## src/include/ppc_pkg.sv

```systemverilog
package ppc_pkg;

    // register byte offsets
    localparam logic [7:0]  CTRL_OFS      = 8'h00;
    localparam logic [7:0]  STAT_OFS      = 8'h04;

    // control register field positions
    localparam int          ENABLE_BIT    = 15;
    localparam int          STOP_IDLE_BIT = 13;
    localparam int          MUX_LSB       = 11;
    localparam int          TTL_BIT       = 10;
    localparam int          WREN_BIT      = 9;
    localparam int          RDEN_BIT      = 8;
    localparam int          CS_FUNC_LSB   = 6;
    localparam int          LATCH_POL_BIT = 5;
    localparam int          CSPOL_BIT     = 3;
    localparam int          WRPOL_BIT     = 1;
    localparam int          RDPOL_BIT     = 0;

    // status register field positions
    localparam int          BUSY_BIT      = 0;
    localparam int          HALT_BIT      = 1;

    // writable bits of the control word and its reset value
    localparam logic [31:0] CTRL_WMASK    = 32'h0000_BFEB;
    localparam logic [31:0] CTRL_RESET    = 32'h0000_0000;

    // address/data multiplexing schemes
    localparam logic [1:0]  MUX_SEPARATE  = 2'h0;
    localparam logic [1:0]  MUX_LOW_UPPER = 2'h1;
    localparam logic [1:0]  MUX_FULL16    = 2'h2;
    localparam logic [1:0]  MUX_LOW_ONLY  = 2'h3;

    // chip-select function code that makes the pin a chip select
    localparam logic [1:0]  CS_FUNC_SEL   = 2'h2;

    // access sequencer states, one-hot
    typedef enum logic [4:0] {
        ST_IDLE = 5'b00001,
        ST_ALH  = 5'b00010,
        ST_ALL  = 5'b00100,
        ST_DATA = 5'b01000,
        ST_END  = 5'b10000
    } ppc_state_t;

endpackage

```

## src/core/ppc_core.sv

```systemverilog
// Design decisions made here: the plain strobed port and the register addresses.
module ppc_core (
    input  wire logic        clk_sys,
    input  wire logic        rst,
    input  wire logic [7:0]  reg_addr,
    input  wire logic [31:0] reg_wdata,
    input  wire logic        reg_wr,
    input  wire logic        reg_rd,
    output logic      [31:0] reg_rdata,
    input  wire logic        device_idle,
    input  wire logic        acc_req,
    input  wire logic        acc_write,
    input  wire logic [15:0] acc_addr,
    input  wire logic [7:0]  acc_wdata,
    output logic             acc_ready,
    output logic             acc_done,
    output logic      [7:0]  acc_rdata,
    input  wire logic [7:0]  port_data_pins_in,
    output logic      [7:0]  port_data_pins_out,
    output logic             port_data_pins_oe,
    output logic      [15:0] port_address_pins,
    output logic             chip_select_pin,
    output logic             address_latch_low_strobe,
    output logic             address_latch_high_strobe,
    output logic             write_strobe_pin,
    output logic             write_strobe_pin_oe,
    output logic             read_strobe_pin,
    output logic             read_strobe_pin_oe,
    output logic             input_buffer_type_select
);

    logic [31:0]         ctrl_reg;
    ppc_pkg::ppc_state_t state_reg;
    ppc_pkg::ppc_state_t state_next;
    logic                wr_reg;
    logic [15:0]         addr_reg;
    logic [7:0]          wdata_reg;
    logic                enabled;
    logic                halted;
    logic                run;
    logic [1:0]          mux_sel;
    logic [1:0]          cs_func;
    logic                lat_pol;
    logic                in_access;
    logic                latch_lo_act;
    logic                latch_hi_act;
    logic                strobe_act;
    logic [31:0]         stat_word;

    // field decode of the control word
    assign enabled  = ctrl_reg[ppc_pkg::ENABLE_BIT];
    assign mux_sel  = ctrl_reg[ppc_pkg::MUX_LSB +: 2];
    assign cs_func  = ctrl_reg[ppc_pkg::CS_FUNC_LSB +: 2];
    assign lat_pol  = ctrl_reg[ppc_pkg::LATCH_POL_BIT];

    assign halted   = ctrl_reg[ppc_pkg::STOP_IDLE_BIT] & device_idle;
    // only an enabled, running port sequences
    assign run      = enabled & ~halted;

    // buffer type straight from the control bit
    assign input_buffer_type_select = ctrl_reg[ppc_pkg::TTL_BIT];

    // control register write; unimplemented bits never store
    always_ff @(posedge clk_sys) begin
        if (rst) begin
            ctrl_reg <= ppc_pkg::CTRL_RESET;
        end else if (reg_wr && reg_addr == ppc_pkg::CTRL_OFS) begin
            ctrl_reg <= reg_wdata & ppc_pkg::CTRL_WMASK;
        end
    end

    // status word shows sequencer busy and the halt from stop bit and device idle
    always_comb begin
        stat_word                     = 32'h0000_0000;
        stat_word[ppc_pkg::BUSY_BIT]  = (state_reg != ppc_pkg::ST_IDLE);
        stat_word[ppc_pkg::HALT_BIT]  = halted;
    end

    // read data valid only in the cycle after the read strobe
    always_ff @(posedge clk_sys) begin
        if (rst) begin
            reg_rdata <= 32'h0000_0000;
        end else if (reg_rd) begin
            if (reg_addr == ppc_pkg::CTRL_OFS) begin
                reg_rdata <= ctrl_reg;
            end else if (reg_addr == ppc_pkg::STAT_OFS) begin
                reg_rdata <= stat_word;
            end else begin
                reg_rdata <= 32'h0000_0000; // unmapped reads as zero
            end
        end else begin
            reg_rdata <= 32'h0000_0000;
        end
    end

    // new request accepted only when idle and running
    assign acc_ready = run & (state_reg == ppc_pkg::ST_IDLE);

    // sequencer next state; a halt freezes it where it stands
    always_comb begin
        state_next = state_reg;
        case (state_reg)
            ppc_pkg::ST_IDLE: begin
                if (acc_req && acc_ready) begin
                    // separate pins go straight to data
                    if (mux_sel == ppc_pkg::MUX_SEPARATE) begin
                        state_next = ppc_pkg::ST_DATA;
                    // full sixteen bits need the high phase first
                    end else if (mux_sel == ppc_pkg::MUX_FULL16) begin
                        state_next = ppc_pkg::ST_ALH;
                    end else begin
                        state_next = ppc_pkg::ST_ALL;
                    end
                end
            end
            ppc_pkg::ST_ALH: begin
                if (run) begin
                    state_next = ppc_pkg::ST_ALL;
                end
            end
            ppc_pkg::ST_ALL: begin
                if (run) begin
                    state_next = ppc_pkg::ST_DATA;
                end
            end
            ppc_pkg::ST_DATA: begin
                if (run) begin
                    state_next = ppc_pkg::ST_END;
                end
            end
            ppc_pkg::ST_END: begin
                if (run) begin
                    state_next = ppc_pkg::ST_IDLE;
                end
            end
            default: begin
                state_next = ppc_pkg::ST_IDLE;
            end
        endcase
        // disabling aborts any access in flight
        if (!enabled) begin
            state_next = ppc_pkg::ST_IDLE;
        end
    end

    always_ff @(posedge clk_sys) begin
        if (rst) begin
            state_reg <= ppc_pkg::ST_IDLE;
        end else begin
            state_reg <= state_next;
        end
    end

    // request capture; held steady for the whole access
    always_ff @(posedge clk_sys) begin
        if (rst) begin
            wr_reg    <= 1'b0;
            addr_reg  <= 16'h0000;
            wdata_reg <= 8'h00;
        end else if (acc_req && acc_ready) begin
            wr_reg    <= acc_write;
            addr_reg  <= acc_addr;
            wdata_reg <= acc_wdata;
        end
    end

    // read data caught at the end of the strobe phase
    always_ff @(posedge clk_sys) begin
        if (rst) begin
            acc_rdata <= 8'h00;
        end else if (state_reg == ppc_pkg::ST_DATA && run && !wr_reg) begin
            acc_rdata <= port_data_pins_in;
        end
    end

    // completion pulse on leaving the end phase
    always_ff @(posedge clk_sys) begin
        if (rst) begin
            acc_done <= 1'b0;
        end else begin
            acc_done <= (state_reg == ppc_pkg::ST_END) && run;
        end
    end

    // phase decode, all gated by enable
    // nothing active while disabled
    assign in_access    = enabled & (state_reg != ppc_pkg::ST_IDLE);
    assign latch_hi_act = enabled & (state_reg == ppc_pkg::ST_ALH);
    assign latch_lo_act = enabled & (state_reg == ppc_pkg::ST_ALL);
    assign strobe_act   = enabled & (state_reg == ppc_pkg::ST_DATA);

    // data pins carry address bytes in latch phases, data on writes
    always_comb begin
        port_data_pins_out = 8'h00;
        port_data_pins_oe  = 1'b0;
        if (latch_hi_act) begin
            port_data_pins_out = addr_reg[15:8];
            port_data_pins_oe  = 1'b1;
        end else if (latch_lo_act) begin
            port_data_pins_out = addr_reg[7:0];
            port_data_pins_oe  = 1'b1;
        end else if (strobe_act && wr_reg) begin
            port_data_pins_out = wdata_reg;
            port_data_pins_oe  = 1'b1;
        end
    end

    // address pins by scheme; zero outside an access
    always_comb begin
        port_address_pins = 16'h0000;
        if (in_access) begin
            case (mux_sel)
                ppc_pkg::MUX_SEPARATE: begin
                    // whole address on its own pins
                    port_address_pins = addr_reg;
                end
                ppc_pkg::MUX_LOW_UPPER: begin
                    // upper bits on 10:8 and 14
                    port_address_pins[10:8] = addr_reg[10:8];
                    port_address_pins[14]   = addr_reg[14];
                end
                default: begin
                    // upper byte unused in low-only and full modes
                    port_address_pins = 16'h0000;
                end
            endcase
        end
    end

    // chip-select pin: select or address bit 14
    always_comb begin
        chip_select_pin = 1'b0;
        // select function only for code 10
        if (cs_func == ppc_pkg::CS_FUNC_SEL) begin
            // active level equals the polarity bit; low while disabled
            chip_select_pin = enabled & (in_access ~^ ctrl_reg[ppc_pkg::CSPOL_BIT]);
        // as an address line the polarity bit has no say
        end else if (in_access && mux_sel != ppc_pkg::MUX_FULL16
                     && mux_sel != ppc_pkg::MUX_LOW_ONLY) begin
            chip_select_pin = addr_reg[14];
        end
    end

    // latch strobes; in separate mode those pins are address bits 0 and 1
    always_comb begin
        if (!enabled) begin
            address_latch_low_strobe  = 1'b0;
            address_latch_high_strobe = 1'b0;
        // polarity ignored while the pins carry address
        end else if (mux_sel == ppc_pkg::MUX_SEPARATE) begin
            address_latch_low_strobe  = in_access & addr_reg[0];
            address_latch_high_strobe = in_access & addr_reg[1];
        end else begin
            address_latch_low_strobe  = ~(latch_lo_act ^ lat_pol);
            address_latch_high_strobe = ~(latch_hi_act ^ lat_pol);
        end
    end

    // read and write strobes with their own polarity bits
    always_comb begin
        // write-strobe pin driven only when enabled
        write_strobe_pin_oe = enabled & ctrl_reg[ppc_pkg::WREN_BIT];
        // read-strobe pin driven only when enabled
        read_strobe_pin_oe  = enabled & ctrl_reg[ppc_pkg::RDEN_BIT];
        write_strobe_pin    = 1'b0;
        read_strobe_pin     = 1'b0;
        if (write_strobe_pin_oe) begin
            write_strobe_pin = ~((strobe_act & wr_reg) ^ ctrl_reg[ppc_pkg::WRPOL_BIT]);
        end
        if (read_strobe_pin_oe) begin
            read_strobe_pin  = ~((strobe_act & ~wr_reg) ^ ctrl_reg[ppc_pkg::RDPOL_BIT]);
        end
    end

endmodule // ppc_core

```

## config.mk

```make
export PLATFORM = sky130hd
export DESIGN_NAME = ppc_core
export DESIGN_NICKNAME = d
export VERILOG_FILES = /design/src/include/ppc_pkg.sv /design/src/core/ppc_core.sv
export SDC_FILE = /design/constraint.sdc
export NUM_CORES = 1
export LEC_CHECK = 0
export ABC_AREA = 1
export BUFFER_PORTS_ARGS = -buffer_cell sky130_fd_sc_hd__buf_2
export CAP_MARGIN = 30
export CORE_MARGIN = 2
export CORE_UTILIZATION = 41
export CTS_CLUSTER_SIZE = 8
export DETAILED_ROUTE_END_ITERATION = 12
export HOLD_SLACK_MARGIN = 0.1
export PLACE_DENSITY_LB_ADDON = 0.12
export SKIP_CTS_REPAIR_TIMING = 1
export SLEW_MARGIN = 25
export SYNTH_ARGS = -nofsm -noshare
export SYNTH_HDL_FRONTEND = slang
export SYNTH_SLANG_ARGS = --single-unit
```

## constraint.sdc

```tcl
create_clock -name clk_sys -period 1.3 [get_ports clk_sys]
set_clock_uncertainty 0.1 [all_clocks]
set_input_delay 0.13 -clock clk_sys [delete_from_list [all_inputs] [get_ports clk_sys]]
set_output_delay 0.13 -clock clk_sys [all_outputs]
set_load 0.005 [all_outputs]
```

# Yosys cells after proc, flatten, opt, wreduce, memory -nomap -nowiden
# Index checks and enable logic that the tools add are counted.
op_classes:
  n_reduce_logical: 16
  muxes: 30
  n_bitwise: 27
  n_eq_ne: 17
op_table:
  columns: ["op", "n"]
  rows:
  - ["16-bit two-way mux", 2]
  - ["8-bit two-way mux", 4]
  - ["5-bit two-way mux", 5]
  - ["5-bit case mux with 5 select lines", 1]
  - ["1-bit bitwise AND", 14]
  - ["1-bit two-way mux", 13]
  - ["2-bit inequality test, second input constant", 6]
  - ["3-bit two-way mux", 3]
  - ["8-bit by 3-bit equality test with 1-bit output, second input constant", 1]
  - ["1-bit logical AND", 8]
  - ["8-bit logical NOT", 1]
  - ["1-bit NOT", 8]
  - ["2-bit OR reduction", 3]
  - ["5-bit by 1-bit equality test with 1-bit output, second input constant", 1]
  - ["5-bit by 2-bit equality test with 1-bit output, second input constant", 1]
  - ["5-bit by 3-bit equality test with 1-bit output, second input constant", 1]
  - ["5-bit by 4-bit equality test with 1-bit output, second input constant", 1]
  - ["5-bit equality test, second input constant", 1]
  - ["5-bit by 1-bit inequality test with 1-bit output, second input constant", 1]
  - ["5-bit AND reduction", 1]
  - ["2-bit equality test, second input constant", 2]
  - ["4-bit two-way mux", 1]
  - ["1-bit XOR", 4]
  - ["3-bit OR reduction", 1]
  - ["other kinds (6)", 6]
totals:
  elab_cells: 99
  input_bits: 79
  regBits: 84

# Depth between registers and ports, before layout
logic_depth:
  depth_word: 7
  ltp_mapped: 9
  depth_no_buf: 9

# Worst setup path after synthesis
# No wires, ideal clock.
synth_timing:
  kind: "flip-flop to flip-flop"
  startpoint: "reg ctrl_reg[15]"
  endpoint: "reg addr_reg[11]"
  stages_incl_launch_ff: 9
  path_slack_ns: -0.181
  arrival_time_ns: 1.263
  path_buffers: 1
  period_less_slack_ns: 1.481
  setup_time_ns: 0.118
  required_time_ns: 1.082
  cell_sequence: "dfxtp_1 -> inv_2 -> nor2_8 -> inv_6 -> nor2_8 -> nand2_4 -> buf_6 -> o21ai_1 -> a21oi_2"
synth_between:
  elab_chain_len: 3
synth_lines:
  columns: ["item", "line", "rtl"]
  rows:
  - ["from (decl)", "ppc_core.sv:32", "logic [31:0] ctrl_reg;"]
  - ["from (signal assigned)", "ppc_core.sv:66", "ctrl_reg <= ppc_pkg::CTRL_RESET;"]
  - ["from (signal assigned)", "ppc_core.sv:68", "ctrl_reg <= reg_wdata & ppc_pkg::CTRL_WMASK;"]
  - ["1-bit bitwise AND", "ppc_core.sv:58", "assign run = enabled & ~halted;"]
  - ["1-bit bitwise AND", "ppc_core.sv:97", "assign acc_ready = run & (state_reg == ppc_pkg::ST_IDLE);"]
  - ["named net acc_ready", "ppc_core.sv:15", "output logic acc_ready,"]
  - ["1-bit logical AND", "ppc_core.sv:160", "end else if (acc_req && acc_ready) begin"]
  - ["to (signal assigned)", "ppc_core.sv:162", "addr_reg <= acc_addr;"]
  - ["to (decl)", "ppc_core.sv:36", "logic [15:0] addr_reg;"]
# The timed path passes the listed nets, and every way through them passes these cells.
# A chain may end at the register's enable or synchronous reset.

# Worst setup path after layout
layout_timing:
  startpoint: "reg state_reg[1]"
  endpoint: "out port_data_pins_out[3]"
layout_between:
  elab_chain_len: 6
  word_cells_on_any_way: 10
  classes_between: "3 x eq/ne; 3 x mux; 3 x bitwise; 1 x reduce/logical"
layout_lines:
  columns: ["item", "line", "rtl"]
  rows:
  - ["from (decl)", "ppc_core.sv:33", "ppc_pkg::ppc_state_t state_reg;"]
  - ["from (signal assigned)", "ppc_core.sv:148", "state_reg <= ppc_pkg::ST_IDLE;"]
  - ["from (signal assigned)", "ppc_core.sv:150", "state_reg <= state_next;"]
  - ["5-bit by 4-bit equality test with 1-bit output", "ppc_core.sv:190", "assign strobe_act = enabled & (state_reg == ppc_pkg::ST_DATA);"]
  - ["1-bit bitwise AND", "ppc_core.sv:190", null]
  - ["1-bit logical AND", "ppc_core.sv:202", "end else if (strobe_act && wr_reg) begin"]
  - ["8-bit two-way mux", "ppc_core.sv:202", null]
  - ["8-bit two-way mux", "ppc_core.sv:199", "end else if (latch_lo_act) begin"]
  - ["8-bit two-way mux *", "ppc_core.sv:196", "if (latch_hi_act) begin"]
  - ["to (decl)", "ppc_core.sv:19", "output logic [7:0] port_data_pins_out,"]
# Mark *: on every way between the ends. The rest lies on a longest branch, timed or not.

==> results.toml <==
[status]
status = "finished with violations"
violations = "negative setup slack"

[global_routing]
grt_overflow = 0
grt_max_degree = 27
gr-usage-all-layers = 0.2101
grt_pass1_wl_um = 12760
grt_pass1_vias = 2720
antenna_found_initial = 0

[cts]
numCtsBuffers = 9
clk_pin_slew_worst_paths_ps = 70
root_buffer = "clkbuf_8"
cts_tree = "done"
clock_sinks = 65
worstSkewPairLatency_ps = 350
clockBufferDepth = 2
h-tree-depth = 3

[worst_setup_path]
cp-startpoint = "state_reg[1]"
critPathArrivalTime_ps = 1640
critPathRequiredTime_ps = 1070
critPathKind = "flop to output pin"
critPathLaunchType = "flop"
timing.rr.start = "state_reg[2]"
cp_slowest_cell = "dfxtp_4"
cp_max_fo = 5
slowest_delay_ps = 360
crit_chain = "nor2_4 > nand3_4 > nor2_4 > nand2_4 > clkinvlp_4 > nand2_1 > o211ai_1 > buf_2"
critPathBufInv = 2
timing.critical_path.mode_cell = "nor2_4"
setup.worst_path.end_class = "output pin"
crit_family = "simple AND/OR/NAND/NOR gates"

[detailed_routing]
via_count = 3498
route.detailed.drc = 0
wl_per_cell_um = 14.61
drtIter0Drc = 132
detail-route-antenna-nets = 0
viasPerCell = 4.969
wl_um = 10290
first_pass_iters = 4

[pwr]
powerDensity_nw_per_um2 = 751.8
ir_drop_mv = 0.5765
power.switching_uw = 911.6
power_leakage_uw = 0.002208
clkPwrFrac = 0.409
power_frac_seq = 0.507
p_sw_frac = 0.2328
power.internal_uw = 3004
combPwrFrac = 0.084

[hold_path]
min_path_type = "primary input to flop"
hold_path_startpoint = "reg_addr[1]"

[layout]
antenna_cells = 0
layout-drive-gt1-share = 0.4612
final_cells = 704
fill_cells = 565
largest_reg_flops = 16
area_growth_pct = 75.02
nNetsFinal = 680

[flow_run]
maxCapViolCount = 0

[timing]
fin_tns_setup_ps = -30670
period_minus_slack_ps = 1868
worst_slack_ps = -567.7
rsz0062_at_grt = "true"
hold_viol = 0
maxSlewViolCount = 0
setup_viol = 96
post-route-period-util = 1.437
fmax_ghz = 0.5354

[synth]
ys_seq_area_frac = 0.4373
synth_common_cells = "dfxtp_1, nand2_1, a21oi_1, inv_1, nand3_1"
synth_ff_type = "dfxtp_1"
ys_seq_elements = 65
syn_area_sq_um = 2975
synth_top_area_cell = "dfxtp_1"
synth_edf_count = 0
synth_top_area_frac = 0.4373
ys_top_cells_by_area = "dfxtp_1, a21oi_1, nand2_1"
synth_most_common_cell = "dfxtp_1"
synth.avg_cell_area_sq_um = 7.514
ys.warnings.count = 0
synth_cell_types = 27
syn_inst = 396
synthArstFlopShare = 0

[floorplan]
initial_core_util = 0.4169
io-pin-count = 154
core_sq_um = 7137
die_area_sq_um = 7954
num_rows = 31
fp.dieW_um = 89.19
die-height_um = 89.19

[place]
dp_hpwl_um = 6327
gp_congestion = 0.8580
dp.cells = 628
port_buffers = 115
==> layout make-up <==
| class | instances | area, sq um | area share |
|---|---|---|---|
| clock buffer | 12 | 165.2 | 0.03172 |
| clock inverter | 3 | 15.01 | 0.002883 |
| inverter | 52 | 216.5 | 0.04157 |
| multi-input combinational | 262 | 1723 | 0.3309 |
| sequential | 65 | 1319 | 0.2532 |
| tap | 99 | 123.9 | 0.02379 |
| timing repair buffer | 210 | 1638 | 0.3145 |
| timing repair inverter | 1 | 7.507 | 0.001442 |
==> tightest hold or removal path: stages <==
cell     delay, ps
buf_2           70
inv_1           40
nand2_1         50
nor4_1          50
nand2_1         60
o21ai_1         50
==> metrics by stage <==
step	power (uW)	hold slack, ps	area (sq um)	setup WS (ps)	utilization
final	3915	57.15	5207	-567.7	0.7297
after global routing	4024	101.1	5207	-638.1	0.7297
after CTS	3800	-67.95	4065	-657.9	0.5696
after detailed placement	2231	292.1	3885	-265.8	0.5444
after global placement	2230	281.4	3885	-276.0	0.5444
after floorplan	2153	187.0	3109	-119.0	-
==> layer usage <==
metal	vias up	GRT usage	share of wire
li1	1682	-	-
met2	127	0.3455	0.52
met1	1663	0.2729	0.40
met3	26	0.03139	0.053
met5	-	0	0
met4	0	0.09498	0.029
==> power groups by stage <==
stage | Combinational (uW) | Sequential [uW] | Clock (uW)
4_1_cts | 193 | 1990 | 1610
3_3_place_gp | 192 | 2040 | 0
2_1_floorplan | 115 | 2040 | 0
6_report | 328 | 1980 | 1600
3_5_place_dp | 192 | 2040 | 0
5_1_grt | 361 | 1980 | 1680
==> layout by cell type (no fill, tap or decap), drive strengths merged <==
master	count
o211ai	9
dlygate4sd3	47
clkbuf	17
nand3	30
o21ai	38
clkinv	3
a21oi	54
o21bai	1
nand4	1
nor2	33
nor3	22
inv	51
dfxtp	65
clkinvlp	2
buf	158
nand2	53
conb	19
nor4	2
==> kinds of logic (layout without fill, tap and decap cells) <==
| group | after synthesis | in the layout | share of synthesized area |
|---|---|---|---|
| buffers and inverters | 87 | 278 | 0.1468 |
| other | 1 | 19 | 0.001260 |
| and+or+nand+nor | 141 | 141 | 0.2220 |
| DFF | 65 | 65 | 0.4373 |
| AOI/OAI and AO/OA | 102 | 102 | 0.1926 |
==> final timing paths <==
check / end / slack (ps) / cells past startpoint
setup / recovery: port_data_pins_out[3] / -570 / 8
hold / removal: reg_rdata[0] / 60 / 6
setup reg to reg: addr_reg[7] / -420 / 8
hold reg to reg: reg_rdata[10] / 360 / 2
No activity file was read; power rests on OpenSTA's default activity.
